**src/pkg/psa_pkg.sv**
```systemverilog
package psa_pkg;

  localparam int EA_W = 16;
  localparam int PA_W = 24;
  localparam int PAGE_W = 8;
  localparam int FILE_ADDR_W = 13;
  localparam int LIT5_W = 5;
  localparam int LIT14_W = 14;
  localparam int LIT16_W = 16;
  localparam int BASE_FIELD_W = 4;

  localparam logic [11:0] OFF_TABLE_PAGE = 12'h000;
  localparam logic [11:0] OFF_VIS_PAGE = 12'h004;
  localparam logic [11:0] OFF_CORE_CONTROL = 12'h008;
  localparam logic [11:0] OFF_STATUS = 12'h00c;

  localparam logic [7:0] RST_TABLE_PAGE = 8'h00;
  localparam logic [7:0] RST_VIS_PAGE = 8'h00;
  localparam logic RST_VIS_ENABLE = 1'b0;

  localparam int CC_VIS_ENABLE_BIT = 2;
  localparam int TPAGE_CONFIG_BIT = 7;
  localparam int EA_WINDOW_BIT = 15;
  localparam int ST_LAST_VIS_BIT = 24;
  localparam int ST_BUSY_BIT = 25;

  localparam logic [2:0] KIND_DATA_RD = 3'h0;
  localparam logic [2:0] KIND_TBL_RD_LO = 3'h1;
  localparam logic [2:0] KIND_TBL_RD_HI = 3'h2;
  localparam logic [2:0] KIND_TBL_WR_LO = 3'h3;
  localparam logic [2:0] KIND_TBL_WR_HI = 3'h4;

  localparam logic [2:0] MODE_FILE_DIRECT = 3'h0;
  localparam logic [2:0] MODE_INDIRECT = 3'h1;
  localparam logic [2:0] MODE_POST_INC = 3'h2;
  localparam logic [2:0] MODE_POST_DEC = 3'h3;
  localparam logic [2:0] MODE_PRE_INC = 3'h4;
  localparam logic [2:0] MODE_PRE_DEC = 3'h5;
  localparam logic [2:0] MODE_REG_OFFSET = 3'h6;
  localparam logic [2:0] MODE_LIT_OFFSET = 3'h7;

  localparam logic [1:0] OP2_WORKING = 2'h0;
  localparam logic [1:0] OP2_MEMORY = 2'h1;
  localparam logic [1:0] OP2_LIT5 = 2'h2;

  localparam logic [1:0] LIT_KIND_5 = 2'h0;
  localparam logic [1:0] LIT_KIND_14 = 2'h1;
  localparam logic [1:0] LIT_KIND_16S = 2'h2;

  localparam logic [15:0] STEP_WORD = 16'h0002;
  localparam logic [15:0] STEP_BYTE = 16'h0001;

  localparam logic [1:0] EXTRA_NONE = 2'h0;
  localparam logic [1:0] EXTRA_MOVE = 2'h1;
  localparam logic [1:0] EXTRA_OTHER = 2'h2;
  localparam logic [1:0] EXTRA_REPEAT_EDGE = 2'h2;

  localparam logic [3:0] DEFAULT_DEFAULT_WORKING_REG_INDEX = 4'h0;

  typedef enum logic [3:0] {
    ST_IDLE = 4'b0001,
    ST_ACCESS = 4'b0010,
    ST_LATCH = 4'b0100,
    ST_EXTRA = 4'b1000
  } psa_state_e;

endpackage

```
**src/logic/psa_unit.sv**
```systemverilog
`timescale 1ns/1ps
// Function
// - table address is page above effective address
// - page bit 7 selects configuration memory
// - redirect when address bit 15 and enable
// - visibility address is page plus 15 bits
// - visibility page bit 0 becomes address bit 15
// - visibility never reaches configuration space
// - program words step by two addresses
// - low word read returns bits 15 to 0
// - low byte read selects byte by select bit
// - high word read zero-extends bits 23 to 16
// - high phantom byte reads as zero
// - window is upper half from 8000h
// - visibility read returns low 16 bits only
// - visibility suspended during table accesses
// - outside repeat, move one, others two extra
// - repeat edges two extra, else none
// - 13-bit file address, working zero default
// - first operand direct base, second selectable
// - pointer post-modified or pre-modified
// - indexed address is pointer plus base
// - branch 16-bit signed, disable 14-bit literal
module psa_unit
(
  input wire logic core_clk,
  input wire logic rst,
  input wire logic psel,
  input wire logic penable,
  input wire logic pwrite,
  input wire logic [11:0] paddr,
  input wire logic [31:0] pwdata,
  output logic [31:0] prdata,
  output logic pready,
  output logic pslverr,
  input wire logic req_valid,
  input wire logic [2:0] req_kind,
  input wire logic [2:0] req_mode,
  input wire logic req_byte_mode,
  input wire logic [15:0] req_pointer,
  input wire logic [15:0] req_base,
  input wire logic [3:0] req_base_field,
  input wire logic [3:0] req_reg_field,
  input wire logic req_use_default_default_working_reg,
  input wire logic [12:0] req_file_addr,
  input wire logic [15:0] req_literal,
  input wire logic [1:0] req_lit_kind,
  input wire logic [1:0] req_op2_sel,
  input wire logic [15:0] req_wdata,
  input wire logic req_move_class,
  input wire logic req_in_repeat,
  input wire logic req_rpt_first,
  input wire logic req_rpt_last,
  input wire logic req_rpt_irq_exit,
  input wire logic req_rpt_reentry,
  output logic req_ready,
  output logic rsp_valid,
  output logic [15:0] rsp_data,
  output logic [15:0] rsp_ea,
  output logic [15:0] op1_value,
  output logic [15:0] op2_value,
  output logic [23:0] lit_value,
  output logic [3:0] reg_index,
  output logic [3:0] base_index,
  output logic ptr_wb_valid,
  output logic [15:0] ptr_wb_value,
  output logic pm_rd_en,
  output logic pm_wr_en,
  output logic [23:0] pm_addr,
  output logic [23:0] pm_wdata,
  output logic [2:0] pm_wr_be,
  input wire logic [23:0] pm_rdata,
  output logic dm_rd_en,
  output logic [15:0] dm_addr,
  input wire logic [15:0] dm_rdata
);

  logic [7:0] tpage_reg;
  logic [7:0] vpage_reg;
  logic vis_en_reg;
  logic [31:0] prdata_reg;
  logic pready_reg;
  logic pslverr_reg;

  psa_pkg::psa_state_e state_reg;
  psa_pkg::psa_state_e state_next;

  logic [2:0] kind_reg;
  logic byte_mode_reg;
  logic bsel_reg;
  logic prog_reg;
  logic [1:0] op2_sel_reg;
  logic [1:0] extra_reg;
  logic [15:0] hold_reg;
  logic last_vis_reg;
  logic [15:0] pointer_reg;

  logic req_ready_reg;
  logic rsp_valid_reg;
  logic [15:0] rsp_data_reg;
  logic [15:0] rsp_ea_reg;
  logic [15:0] op1_value_reg;
  logic [15:0] op2_value_reg;
  logic [23:0] lit_value_reg;
  logic [3:0] reg_index_reg;
  logic [3:0] base_index_reg;
  logic ptr_wb_valid_reg;
  logic [15:0] ptr_wb_value_reg;
  logic pm_rd_en_reg;
  logic pm_wr_en_reg;
  logic [23:0] pm_addr_reg;
  logic [23:0] pm_wdata_reg;
  logic [2:0] pm_wr_be_reg;
  logic dm_rd_en_reg;
  logic [15:0] dm_addr_reg;

  // register bus decode; one wait state lets read data come from a flop
  wire apb_access = psel & penable;
  wire apb_first = apb_access & ~pready_reg;
  wire apb_done = apb_access & pready_reg;
  wire hit_tpage = (paddr == psa_pkg::OFF_TABLE_PAGE);
  wire hit_vpage = (paddr == psa_pkg::OFF_VIS_PAGE);
  wire hit_cc = (paddr == psa_pkg::OFF_CORE_CONTROL);
  wire hit_status = (paddr == psa_pkg::OFF_STATUS);
  wire apb_mapped = hit_tpage | hit_vpage | hit_cc | hit_status;
  wire apb_wr = apb_done & pwrite & ~pslverr_reg;
  wire busy = (state_reg != psa_pkg::ST_IDLE);

  wire [31:0] status_word = {6'h00, busy, last_vis_reg, pm_addr_reg};
  wire [31:0] cc_word = {29'h0000_0000, vis_en_reg, 2'h0};
  wire [31:0] rd_mux = hit_tpage ? {24'h00_0000, tpage_reg} :
                       hit_vpage ? {24'h00_0000, vpage_reg} :
                       hit_cc ? cc_word :
                       hit_status ? status_word : 32'h0000_0000;

  // effective address forming
  wire is_table = (req_kind == psa_pkg::KIND_TBL_RD_LO) | (req_kind == psa_pkg::KIND_TBL_RD_HI) |
                  (req_kind == psa_pkg::KIND_TBL_WR_LO) | (req_kind == psa_pkg::KIND_TBL_WR_HI);
  wire is_table_wr = (req_kind == psa_pkg::KIND_TBL_WR_LO) |
                     (req_kind == psa_pkg::KIND_TBL_WR_HI);
  wire [15:0] step = req_byte_mode ? psa_pkg::STEP_BYTE : psa_pkg::STEP_WORD;
  wire [15:0] ptr_inc = req_pointer + step;
  wire [15:0] ptr_dec = req_pointer - step;
  wire [15:0] file_ea = {3'h0, req_file_addr};
  wire [15:0] index_ea = req_pointer + req_base;
  wire [15:0] litoff_ea = req_pointer + req_literal;
  wire mode_pre = (req_mode == psa_pkg::MODE_PRE_INC) | (req_mode == psa_pkg::MODE_PRE_DEC);
  wire mode_post = (req_mode == psa_pkg::MODE_POST_INC) | (req_mode == psa_pkg::MODE_POST_DEC);
  wire mode_inc = (req_mode == psa_pkg::MODE_POST_INC) | (req_mode == psa_pkg::MODE_PRE_INC);
  wire [15:0] ptr_mod = mode_inc ? ptr_inc : ptr_dec;
  wire [15:0] ea = (req_mode == psa_pkg::MODE_FILE_DIRECT) ? file_ea :
                   (req_mode == psa_pkg::MODE_REG_OFFSET) ? index_ea :
                   (req_mode == psa_pkg::MODE_LIT_OFFSET) ? litoff_ea :
                   mode_pre ? ptr_mod : req_pointer;

  // only a data-read kind can be redirected, so a table access always
  // goes by the table page and never through the visibility window
  wire in_window = ea[psa_pkg::EA_WINDOW_BIT];
  wire vis_hit = ~is_table & in_window & vis_en_reg;

  // program addresses clear bit 0; the byte lane goes by ea[0]; word index is bits 23:1
  wire [23:0] table_pa = {tpage_reg, ea[15:1], 1'b0};
  wire [23:0] vis_pa = {1'b0, vpage_reg, ea[14:1], 1'b0};
  wire [23:0] req_pa = is_table ? table_pa : vis_pa;

  wire [2:0] wr_be_lo = req_byte_mode ? {1'b0, ea[0], ~ea[0]} : 3'b011;
  wire [2:0] wr_be_hi = (req_byte_mode & ea[0]) ? 3'b000 : 3'b100;
  wire [2:0] wr_be = (req_kind == psa_pkg::KIND_TBL_WR_HI) ? wr_be_hi : wr_be_lo;
  wire [7:0] wr_byte = (req_byte_mode & ea[0]) ? req_wdata[7:0] : req_wdata[7:0];
  wire [23:0] wr_word = (req_kind == psa_pkg::KIND_TBL_WR_HI) ? {wr_byte, 16'h0000} :
                        req_byte_mode ? {8'h00, req_wdata[7:0], req_wdata[7:0]} :
                        {8'h00, req_wdata};

  wire rpt_edge = req_rpt_first | req_rpt_last | req_rpt_irq_exit | req_rpt_reentry;
  wire [1:0] extra_rpt = rpt_edge ? psa_pkg::EXTRA_REPEAT_EDGE : psa_pkg::EXTRA_NONE;
  wire [1:0] extra_plain = req_move_class ? psa_pkg::EXTRA_MOVE : psa_pkg::EXTRA_OTHER;
  wire [1:0] extra = ~vis_hit ? psa_pkg::EXTRA_NONE :
                     req_in_repeat ? extra_rpt : extra_plain;

  wire [23:0] lit5 = {19'h0_0000, req_literal[4:0]};
  wire [23:0] lit14 = {10'h000, req_literal[13:0]};
  wire [23:0] lit16 = {{8{req_literal[15]}}, req_literal};
  wire [23:0] lit_sel = (req_lit_kind == psa_pkg::LIT_KIND_14) ? lit14 :
                        (req_lit_kind == psa_pkg::LIT_KIND_16S) ? lit16 : lit5;

  // read data formatting, from the captured request shape
  wire [15:0] pm_low = pm_rdata[15:0];
  wire [7:0] pm_high = pm_rdata[23:16];
  wire [15:0] fmt_lo_byte = {8'h00, bsel_reg ? pm_low[15:8] : pm_low[7:0]};
  wire [15:0] fmt_lo = byte_mode_reg ? fmt_lo_byte : pm_low;
  wire [15:0] fmt_hi_byte = bsel_reg ? 16'h0000 : {8'h00, pm_high};
  wire [15:0] fmt_hi = byte_mode_reg ? fmt_hi_byte : {8'h00, pm_high};
  wire [15:0] fmt_prog = (kind_reg == psa_pkg::KIND_TBL_RD_HI) ? fmt_hi :
                         (kind_reg == psa_pkg::KIND_TBL_RD_LO) ? fmt_lo : pm_low;
  wire wr_kind_reg = (kind_reg == psa_pkg::KIND_TBL_WR_LO) |
                     (kind_reg == psa_pkg::KIND_TBL_WR_HI);
  wire [15:0] rd_value = wr_kind_reg ? 16'h0000 : prog_reg ? fmt_prog : dm_rdata;
  wire [15:0] rsp_value = (state_reg == psa_pkg::ST_LATCH) ? rd_value : hold_reg;
  wire [15:0] op2_mux = (op2_sel_reg == psa_pkg::OP2_MEMORY) ? rsp_value :
                        (op2_sel_reg == psa_pkg::OP2_LIT5) ? lit_value_reg[15:0] :
                        pointer_reg;

  wire accept = req_ready_reg & req_valid;
  wire finish = state_next == psa_pkg::ST_IDLE && busy;

  always_comb
  begin
    state_next = state_reg;
    unique case (state_reg)
      psa_pkg::ST_IDLE:
      begin
        if (accept)
          state_next = psa_pkg::ST_ACCESS;
      end
      psa_pkg::ST_ACCESS:
        state_next = psa_pkg::ST_LATCH;
      psa_pkg::ST_LATCH:
      begin
        if (extra_reg != psa_pkg::EXTRA_NONE)
          state_next = psa_pkg::ST_EXTRA;
        else
          state_next = psa_pkg::ST_IDLE;
      end
      psa_pkg::ST_EXTRA:
      begin
        if (extra_reg == psa_pkg::EXTRA_MOVE)
          state_next = psa_pkg::ST_IDLE;
      end
    endcase
  end

  always_ff @(posedge core_clk or posedge rst)
  begin
    if (rst)
    begin
      tpage_reg <= psa_pkg::RST_TABLE_PAGE;
      vpage_reg <= psa_pkg::RST_VIS_PAGE;
      vis_en_reg <= psa_pkg::RST_VIS_ENABLE;
      prdata_reg <= 32'h0000_0000;
      pready_reg <= 1'b0;
      pslverr_reg <= 1'b0;
    end
    else
    begin
      pready_reg <= apb_first;
      if (apb_first)
      begin
        pslverr_reg <= ~apb_mapped;
        prdata_reg <= pwrite ? 32'h0000_0000 : rd_mux;
      end
      if (apb_wr & hit_tpage)
        tpage_reg <= pwdata[7:0];
      if (apb_wr & hit_vpage)
        vpage_reg <= pwdata[7:0];
      if (apb_wr & hit_cc)
        vis_en_reg <= pwdata[psa_pkg::CC_VIS_ENABLE_BIT];
    end
  end

  always_ff @(posedge core_clk or posedge rst)
  begin
    if (rst)
    begin
      state_reg <= psa_pkg::ST_IDLE;
      kind_reg <= psa_pkg::KIND_DATA_RD;
      byte_mode_reg <= 1'b0;
      bsel_reg <= 1'b0;
      prog_reg <= 1'b0;
      op2_sel_reg <= psa_pkg::OP2_WORKING;
      extra_reg <= psa_pkg::EXTRA_NONE;
      hold_reg <= 16'h0000;
      last_vis_reg <= 1'b0;
      pointer_reg <= 16'h0000;
    end
    else
    begin
      state_reg <= state_next;
      if (accept)
      begin
        kind_reg <= req_kind;
        byte_mode_reg <= req_byte_mode;
        bsel_reg <= ea[0];
        prog_reg <= is_table | vis_hit;
        op2_sel_reg <= req_op2_sel;
        extra_reg <= extra;
        pointer_reg <= req_pointer;
        last_vis_reg <= vis_hit;
      end
      else if (state_reg == psa_pkg::ST_EXTRA)
        extra_reg <= extra_reg - 2'h1;
      if (state_reg == psa_pkg::ST_LATCH)
        hold_reg <= rd_value;
    end
  end

  always_ff @(posedge core_clk or posedge rst)
  begin
    if (rst)
    begin
      req_ready_reg <= 1'b0;
      rsp_valid_reg <= 1'b0;
      rsp_data_reg <= 16'h0000;
      rsp_ea_reg <= 16'h0000;
      op1_value_reg <= 16'h0000;
      op2_value_reg <= 16'h0000;
      lit_value_reg <= 24'h00_0000;
      reg_index_reg <= psa_pkg::DEFAULT_DEFAULT_WORKING_REG_INDEX;
      base_index_reg <= 4'h0;
      ptr_wb_valid_reg <= 1'b0;
      ptr_wb_value_reg <= 16'h0000;
    end
    else
    begin
      req_ready_reg <= (state_next == psa_pkg::ST_IDLE);
      rsp_valid_reg <= finish;
      ptr_wb_valid_reg <= accept & (mode_pre | mode_post);
      if (accept)
      begin
        rsp_ea_reg <= ea;
        op1_value_reg <= req_base;
        lit_value_reg <= lit_sel;
        reg_index_reg <= req_use_default_default_working_reg ? psa_pkg::DEFAULT_DEFAULT_WORKING_REG_INDEX :
                         req_reg_field;
        base_index_reg <= req_base_field;
        ptr_wb_value_reg <= ptr_mod;
      end
      if (finish)
      begin
        rsp_data_reg <= rsp_value;
        op2_value_reg <= op2_mux;
      end
    end
  end

  // memory strobes stand for the one ACCESS cycle only
  always_ff @(posedge core_clk or posedge rst)
  begin
    if (rst)
    begin
      pm_rd_en_reg <= 1'b0;
      pm_wr_en_reg <= 1'b0;
      pm_addr_reg <= 24'h00_0000;
      pm_wdata_reg <= 24'h00_0000;
      pm_wr_be_reg <= 3'h0;
      dm_rd_en_reg <= 1'b0;
      dm_addr_reg <= 16'h0000;
    end
    else
    begin
      pm_rd_en_reg <= accept & ((is_table & ~is_table_wr) | vis_hit);
      pm_wr_en_reg <= accept & is_table_wr;
      dm_rd_en_reg <= accept & ~is_table & ~vis_hit;
      if (accept & (is_table | vis_hit))
      begin
        pm_addr_reg <= req_pa;
        pm_wdata_reg <= wr_word;
        pm_wr_be_reg <= is_table_wr ? wr_be : 3'h0;
      end
      if (accept & ~is_table & ~vis_hit)
        dm_addr_reg <= ea;
    end
  end

  assign prdata = prdata_reg;
  assign pready = pready_reg;
  assign pslverr = pslverr_reg;
  assign req_ready = req_ready_reg;
  assign rsp_valid = rsp_valid_reg;
  assign rsp_data = rsp_data_reg;
  assign rsp_ea = rsp_ea_reg;
  assign op1_value = op1_value_reg;
  assign op2_value = op2_value_reg;
  assign lit_value = lit_value_reg;
  assign reg_index = reg_index_reg;
  assign base_index = base_index_reg;
  assign ptr_wb_valid = ptr_wb_valid_reg;
  assign ptr_wb_value = ptr_wb_value_reg;
  assign pm_rd_en = pm_rd_en_reg;
  assign pm_wr_en = pm_wr_en_reg;
  assign pm_addr = pm_addr_reg;
  assign pm_wdata = pm_wdata_reg;
  assign pm_wr_be = pm_wr_be_reg;
  assign dm_rd_en = dm_rd_en_reg;
  assign dm_addr = dm_addr_reg;

endmodule // psa_unit

```
**config.mk**
```make
export PLATFORM = sky130hd
export DESIGN_NAME = psa_unit
export DESIGN_NICKNAME = d
export VERILOG_FILES = /design/src/pkg/psa_pkg.sv /design/src/logic/psa_unit.sv
export SDC_FILE = /design/constraint.sdc
export NUM_CORES = 1
export LEC_CHECK = 0
export BUFFER_PORTS_ARGS = -buffer_cell sky130_fd_sc_hd__buf_2
export CORE_UTILIZATION = 45
export DETAILED_ROUTE_END_ITERATION = 12
export PLACE_DENSITY = 0.71
export SLEW_MARGIN = 20
export SYNTH_ARGS = -nofsm -noshare
export SYNTH_HDL_FRONTEND = slang
export SYNTH_SLANG_ARGS = --single-unit
```
**constraint.sdc**
```tcl
create_clock -name core_clk -period 10.7 [get_ports core_clk]
set_input_delay 2.14 -clock core_clk [delete_from_list [all_inputs] [get_ports core_clk]]
set_output_delay 2.14 -clock core_clk [all_outputs]
set_load 0.05 [all_outputs]
```
After elaboration in Yosys (flattened, before gate mapping)

Cells that the tools add are included.

Reductions and logical operators: 5
Bitwise operators: 43
$lt $le $gt $ge: 0
Equal/unequal tests: 28
Shift operators: 0
Add/subtract/negate cells: 5
$mul: 0
Multiplexer cells: 42
Divide/modulo/power cells: 0

Operators with widths:

| kind                                                                   | count |
|---|---|
| 16-bit 2-to-1 mux                                                      | 14 |
| 26-bit 2-to-1 mux                                                      | 5 |
| 24-bit 2-to-1 mux                                                      | 4 |
| 16-bit adder                                                           | 2 |
| 12-bit by 4-bit equality test with 1-bit output, second input constant | 2 |
| 8-bit 2-to-1 mux                                                       | 3 |
| 1-bit bitwise AND                                                      | 19 |
| 3-bit by 2-bit equality test with 1-bit output, second input constant  | 6 |
| 3-bit equality test, second input constant                             | 6 |
| 1-bit bitwise OR                                                       | 17 |
| 16-bit by 2-bit adder with 16-bit output                               | 1 |
| 2-bit 2-to-1 mux                                                       | 8 |
| 4-bit 2-to-1 mux                                                       | 4 |
| 4-bit case mux with 4 select lines                                     | 1 |
| 16-bit by 2-bit subtractor with 16-bit output                          | 1 |
| 12-bit by 3-bit equality test with 1-bit output, second input constant | 1 |
| 12-bit zero test                                                       | 1 |
| 3-bit 2-to-1 mux                                                       | 3 |
| 4-bit by 1-bit equality test with 1-bit output, second input constant  | 2 |
| 1-bit inverter                                                         | 7 |
| 2-bit by 1-bit equality test with 1-bit output, second input constant  | 3 |
| 3-bit by 1-bit equality test with 1-bit output, second input constant  | 2 |
| 2-bit equality test, second input constant                             | 2 |
| 4-bit by 2-bit equality test with 1-bit output, second input constant  | 1 |
| other kinds (7)                                                        | 8 |

Register bits: 283
Memories kept: 0
Bits in writable memories: 0
Bits of input ports: 193
Bits in read-only memories: 0
Latch bits: 0

Logic depth before layout (Yosys ltp)

Depth in word-level cells: 11
Depth in mapped cells: 15

Worst setup path before layout

Ideal clock, no wire load.

Path kind: input to register
Start point: input port req_mode[2]
End point: register dm_addr_reg[0], in the netlist dm_addr[0]
Buffers on the path: 2
Cell stages on the path: 14
Slack: 5.164 ns
Data required time: 10.575 ns
Library setup time: 0.125 ns
Arrival: 5.411 ns
Path through: buf_6 > xnor2_1 > nor2_1 > inv_1 > ha_1 > and4_1 > and3_1 > a211o_1 > a2111o_1 > nand3_2 > nor3_2 > a211oi_4 > buf_8 > mux2_4

Word-level cells in the longest chain between the ends: 11
Elaborated cells on any way between the ends: 17
Classes of those cells: 5 x eq/ne; 5 x mux; 6 x bitwise; 1 x reduce/logical

Ends and longest elaborated chain:

| item                                                                                  | RTL line                         | RTL |
|---|---|---|
| start, declared                                                                       | psa_unit.sv:38                   | `input wire logic [2:0] req_mode,` |
| 3-bit by 2-bit equality test with 1-bit output or 3-bit equality test (tied branches) | psa_unit.sv:149, psa_unit.sv:147 |  |
| 1-bit bitwise OR                                                                      | psa_unit.sv:149                  | `wire mode_inc = (req_mode == psa_pkg::MODE_POST_INC) \| (req_mode == psa_pkg::MODE_PRE_INC);` |
| 16-bit 2-to-1 mux                                                                     | psa_unit.sv:150                  | `wire [15:0] ptr_mod = mode_inc ? ptr_inc : ptr_dec;` |
| 16-bit 2-to-1 mux                                                                     | psa_unit.sv:154                  | `mode_pre ? ptr_mod : req_pointer;` |
| 16-bit 2-to-1 mux                                                                     | psa_unit.sv:153                  | `(req_mode == psa_pkg::MODE_LIT_OFFSET) ? litoff_ea :` |
| 16-bit 2-to-1 mux                                                                     | psa_unit.sv:152                  | `(req_mode == psa_pkg::MODE_REG_OFFSET) ? index_ea :` |
| 16-bit 2-to-1 mux (*)                                                                 | psa_unit.sv:151                  | `wire [15:0] ea = (req_mode == psa_pkg::MODE_FILE_DIRECT) ? file_ea :` |
| 1-bit bitwise AND (2 in a row)                                                        | psa_unit.sv:159                  | `wire vis_hit = ~is_table & in_window & vis_en_reg;` |
| 1-bit inverter                                                                        | psa_unit.sv:359                  | `if (accept & ~is_table & ~vis_hit)` |
| 1-bit bitwise AND                                                                     | psa_unit.sv:359                  |  |
| end signal, assigned                                                                  | psa_unit.sv:346                  | `dm_addr_reg <= 16'h0000;` |
| end signal, assigned                                                                  | psa_unit.sv:360                  | `dm_addr_reg <= ea;` |
| end, declared                                                                         | psa_unit.sv:115                  | `logic [15:0] dm_addr_reg;` |

Mark *: on every way between the ends. The rest lies on a longest branch, timed or not.
A chain may end at the register's enable or synchronous reset.

Worst setup path in the final report

Start point: input port req_mode[2]
End point: register pm_wr_be_reg[2], in the netlist pm_wr_be[2]

Word-level cells in the longest chain between the ends: 11
Elaborated cells on any way between the ends: 21
Classes of those cells: 5 x eq/ne; 8 x mux; 7 x bitwise; 1 x reduce/logical

Ends and longest elaborated chain:

| item                                                                                  | RTL line                         | RTL |
|---|---|---|
| 3-bit by 2-bit equality test with 1-bit output or 3-bit equality test (tied branches) | psa_unit.sv:149, psa_unit.sv:147 |  |
| 1-bit bitwise OR                                                                      | psa_unit.sv:149                  |  |
| 16-bit 2-to-1 mux                                                                     | psa_unit.sv:150                  |  |
| 16-bit 2-to-1 mux                                                                     | psa_unit.sv:154                  |  |
| 16-bit 2-to-1 mux                                                                     | psa_unit.sv:153                  |  |
| 16-bit 2-to-1 mux                                                                     | psa_unit.sv:152                  |  |
| 16-bit 2-to-1 mux (*)                                                                 | psa_unit.sv:151                  |  |
| 1-bit bitwise AND, on equally long branches                                           | --                               |  |
| 3-bit 2-to-1 mux or 1-bit bitwise AND (tied branches)                                 | psa_unit.sv:167, psa_unit.sv:159 |  |
| 3-bit 2-to-1 mux or 1-bit bitwise OR (tied branches)                                  | psa_unit.sv:168, psa_unit.sv:353 |  |
| 3-bit 2-to-1 mux or 1-bit bitwise AND (tied branches)                                 | psa_unit.sv:357, psa_unit.sv:353 |  |
| end signal, assigned                                                                  | psa_unit.sv:357                  | `pm_wr_be_reg <= is_table_wr ? wr_be : 3'h0;` |
| end, declared                                                                         | psa_unit.sv:113                  | `logic [2:0] pm_wr_be_reg;` |

Marks and branches as above.

==> metrics.cfg <==
[clock_network]
clock_latency_ps=570
htree_levels=1
post-cts-setup-buffers=0
clockRootBuffer=clkbuf_16
clock-sinks=267
clockBufferDepth=3
cts_tree=done
cts_made_buffers=29
post_cts_resize_count=0
clkTransAtPathRegs_ps=60
ctsHoldBuffers=0

[timing]
setup_tns_ps=0
timing.hold.ws_ps=466
slew_viol_final=0
tightest_slew_ps=1120
skew_ps=13.8
rsz0062_at_grt=false
hold_viol=0
max_slew_margin_pct=24.6
setup_violations=0
fmax_ghz=0.167
period_needed_ps=5980
fin_crit_sh_pct=55.9

[detailed_routing]
drtIter0Drc=896
firstDrtPassIters=5
drt-vias-per-instance=5.58
drc_errors=0
wl_mm=44.5
ant_nets=0
vias=12300
wl_per_cell_microns=20.3

[global_route]
grt_util_all_layers_pct=27.3
grt_pass1_wl_mm=66.7
grt_max_degree=132
grt.overflow.total=0
grt_pass1_vias=11800
antenna_found_initial=3

[finish]
design_area_sq_um=17200
filler_cell_count=2793
syn2layout_area_growth_pct=22.3
final_util_pct=56.2
drive_gt1_share_pct=31.0
largest_register_ffs=26
finalNonFillerCells=2198
fin_nets=2020

[floorplanning]
coreArea_sq_um=30700
die_width_microns=179
io_pins=412
start_util_pct=45.9
fp-row-count=64
die_h_microns=179
die_area_sq_um=32000

[synthesis]
ys_seq_area_share_pct=47.5
synth_edf_count=0
ys_ff_latch=267
synth_flop_cell=dfrtp_1
syn_avg_cell_area_sq_um=9.84
yosys_warnings=0
synthCells=1431
synth_area_sq_um=14100
yosysUniqueCellTypes=85
synthArstFlopShare_pct=100

[pwr]
p_seq_share_pct=31.5
share_comb_of_total_power_pct=47.9
power.density_nw_per_um2=300
p_leak_nw=8.68
p_int_mw=2.66
switchingPower_mw=2.51
ir_worst_vdd_mv=0.214
clock_power_share_pct=20.5
netSwitchingFraction_pct=48.6

[setup_path]
ff2ff_path_depth=6
critical_path_class=input pin to register
cp.arrival_ps=6430
regToRegStartpoint=state_reg[3]
r2r_end=op2_value[5]
crit_required_ps=11150
path_max_fanout=49
startpoint_type=input pin
reg2reg_slack_ps=7700
crit_path_end_kind=register

[run_status]
status=finished clean

[worst_hold_path]
min_to=reg_index[2]
hold_start=reg_index[2]
whs_path_depth=2
hold_path_class=register to register

[place]
postPlaceCellArea_sq_um=16200
io_buffers=380
place_hpwl_mm=33.2
place_congestion=0.890
place_inst=2142

[flow_run]
cap_violations=0

## worst max path at each step
stage / startpoint / end / depth (start not counted) / slack (ps)
after floorplan: rst / base_index[0] / 1 / 1210
after global placement: req_mode[2] / pm_wdata[14] / 13 / 4280
after detailed placement: req_mode[2] / pm_wdata[12] / 13 / 4200
after CTS: req_mode[2] / pm_addr[7] / 13 / 4810
after global routing: req_mode[2] / pm_addr[12] / 13 / 4420
final: req_mode[2] / pm_wr_be[2] / 13 / 4720
## cells in the mapped netlist (6+ instances only)
library cell / n / area share (%)
a211oi_1: 15 / 0.80
a21o_1: 7 / 0.37
a21oi_1: 76 / 2.7
a22o_1: 38 / 2.4
a22oi_1: 16 / 0.85
a2bb2oi_1: 8 / 0.50
a31oi_1: 24 / 1.1
and2_1: 7 / 0.31
buf_1: 8 / 0.21
buf_4: 16 / 0.85
clkbuf_1: 51 / 1.4
dfrtp_1: 266 / 47
ha_1: 47 / 4.2
inv_1: 43 / 1.1
mux2_2: 86 / 6.9
mux2i_1: 44 / 3.1
nand2_1: 307 / 8.2
nand2b_1: 7 / 0.31
nand3_1: 17 / 0.60
nand3b_1: 6 / 0.32
nor2_1: 82 / 2.2
nor2b_1: 21 / 0.93
nor3_1: 16 / 0.57
o2111ai_1: 9 / 0.56
o211ai_1: 9 / 0.48
o21a_1: 6 / 0.32
o21ai_0: 51 / 1.8
o22ai_1: 8 / 0.36
or2_2: 6 / 0.27
xnor2_1: 27 / 1.7
xor2_1: 13 / 0.81
## power groups by stage
stage	Sequential, mW	Clock [mW]	Combinational [mW]
final	1.63	1.06	2.48
after global routing	1.68	1.12	2.63
after CTS	1.63	1.08	2.49
after detailed placement	1.64	0	2.48
after global placement	1.62	0	2.45
after floorplan	2.61	0	0.847
## cells by family (layout without fill, tap and decap cells)
logic type	count (synthesis)	count (layout)	synth area share (%)
buf+inv	127	490	4.28
simple gates	502	502	15.5
other cells	1	9	0.0266
flops	267	267	47.5
xor+xnor	40	40	2.49
compound gates	306	306	14.7
mux	138	138	10.9
fa+ha+maj	50	50	4.60
## cell usage in the layout, fill, tap and decap left out, drive strengths merged, types with 27 or more instances in the layout
| cell type | count |
|---|---|
| nor2 | 82 |
| dfrtp | 266 |
| mux2 | 93 |
| xnor2 | 27 |
| a21oi | 76 |
| clkbuf | 43 |
| o21ai | 52 |
| buf | 392 |
| nand2 | 308 |
| mux2i | 44 |
| ha | 47 |
| inv | 44 |
| a22o | 38 |
## metal layers
layer	share of wire (%)	track usage [%]	vias to the layer above
li1	-	-	5712
met1	42	36.4	5976
met2	47	44.1	515
met3	8.1	5.83	66
met4	2.7	8.40	4
met5	0.18	1.44	-
## through the flow
stage                     power (mW)  setup WS (ps)
after floorplan                 3.46           1210
after global placement          4.07           4280
after detailed placement        4.12           4200
after CTS                       5.19           4810
after global routing            5.42           4420
final                           5.16           4720
## critical path, stage by stage
cell and delay, ps:
buf_2 410, xnor2_1 210, nor2_1 160, inv_1 260, ha_1 460, a21oi_1 100
o21ai_0 430, a2111oi_0 170, a311oi_2 290, nand3_2 160, or4_4 560, nand2_4 580
mux2_2 410
## cell type report
type,count,area (sq um),share of cell area (%)
Multi-Input combinational cell,1043,6850,39.8
Sequential cell,267,6680,38.8
Timing Repair Buffer,392,1990,11.6
Clock buffer,43,878,5.10
Tap cell,396,495,2.88
Inverter,44,173,1.00
Clock inverter,11,149,0.864
Antenna cell,2,5.00,0.0291
No activity file was read; power rests on OpenSTA's default activity.
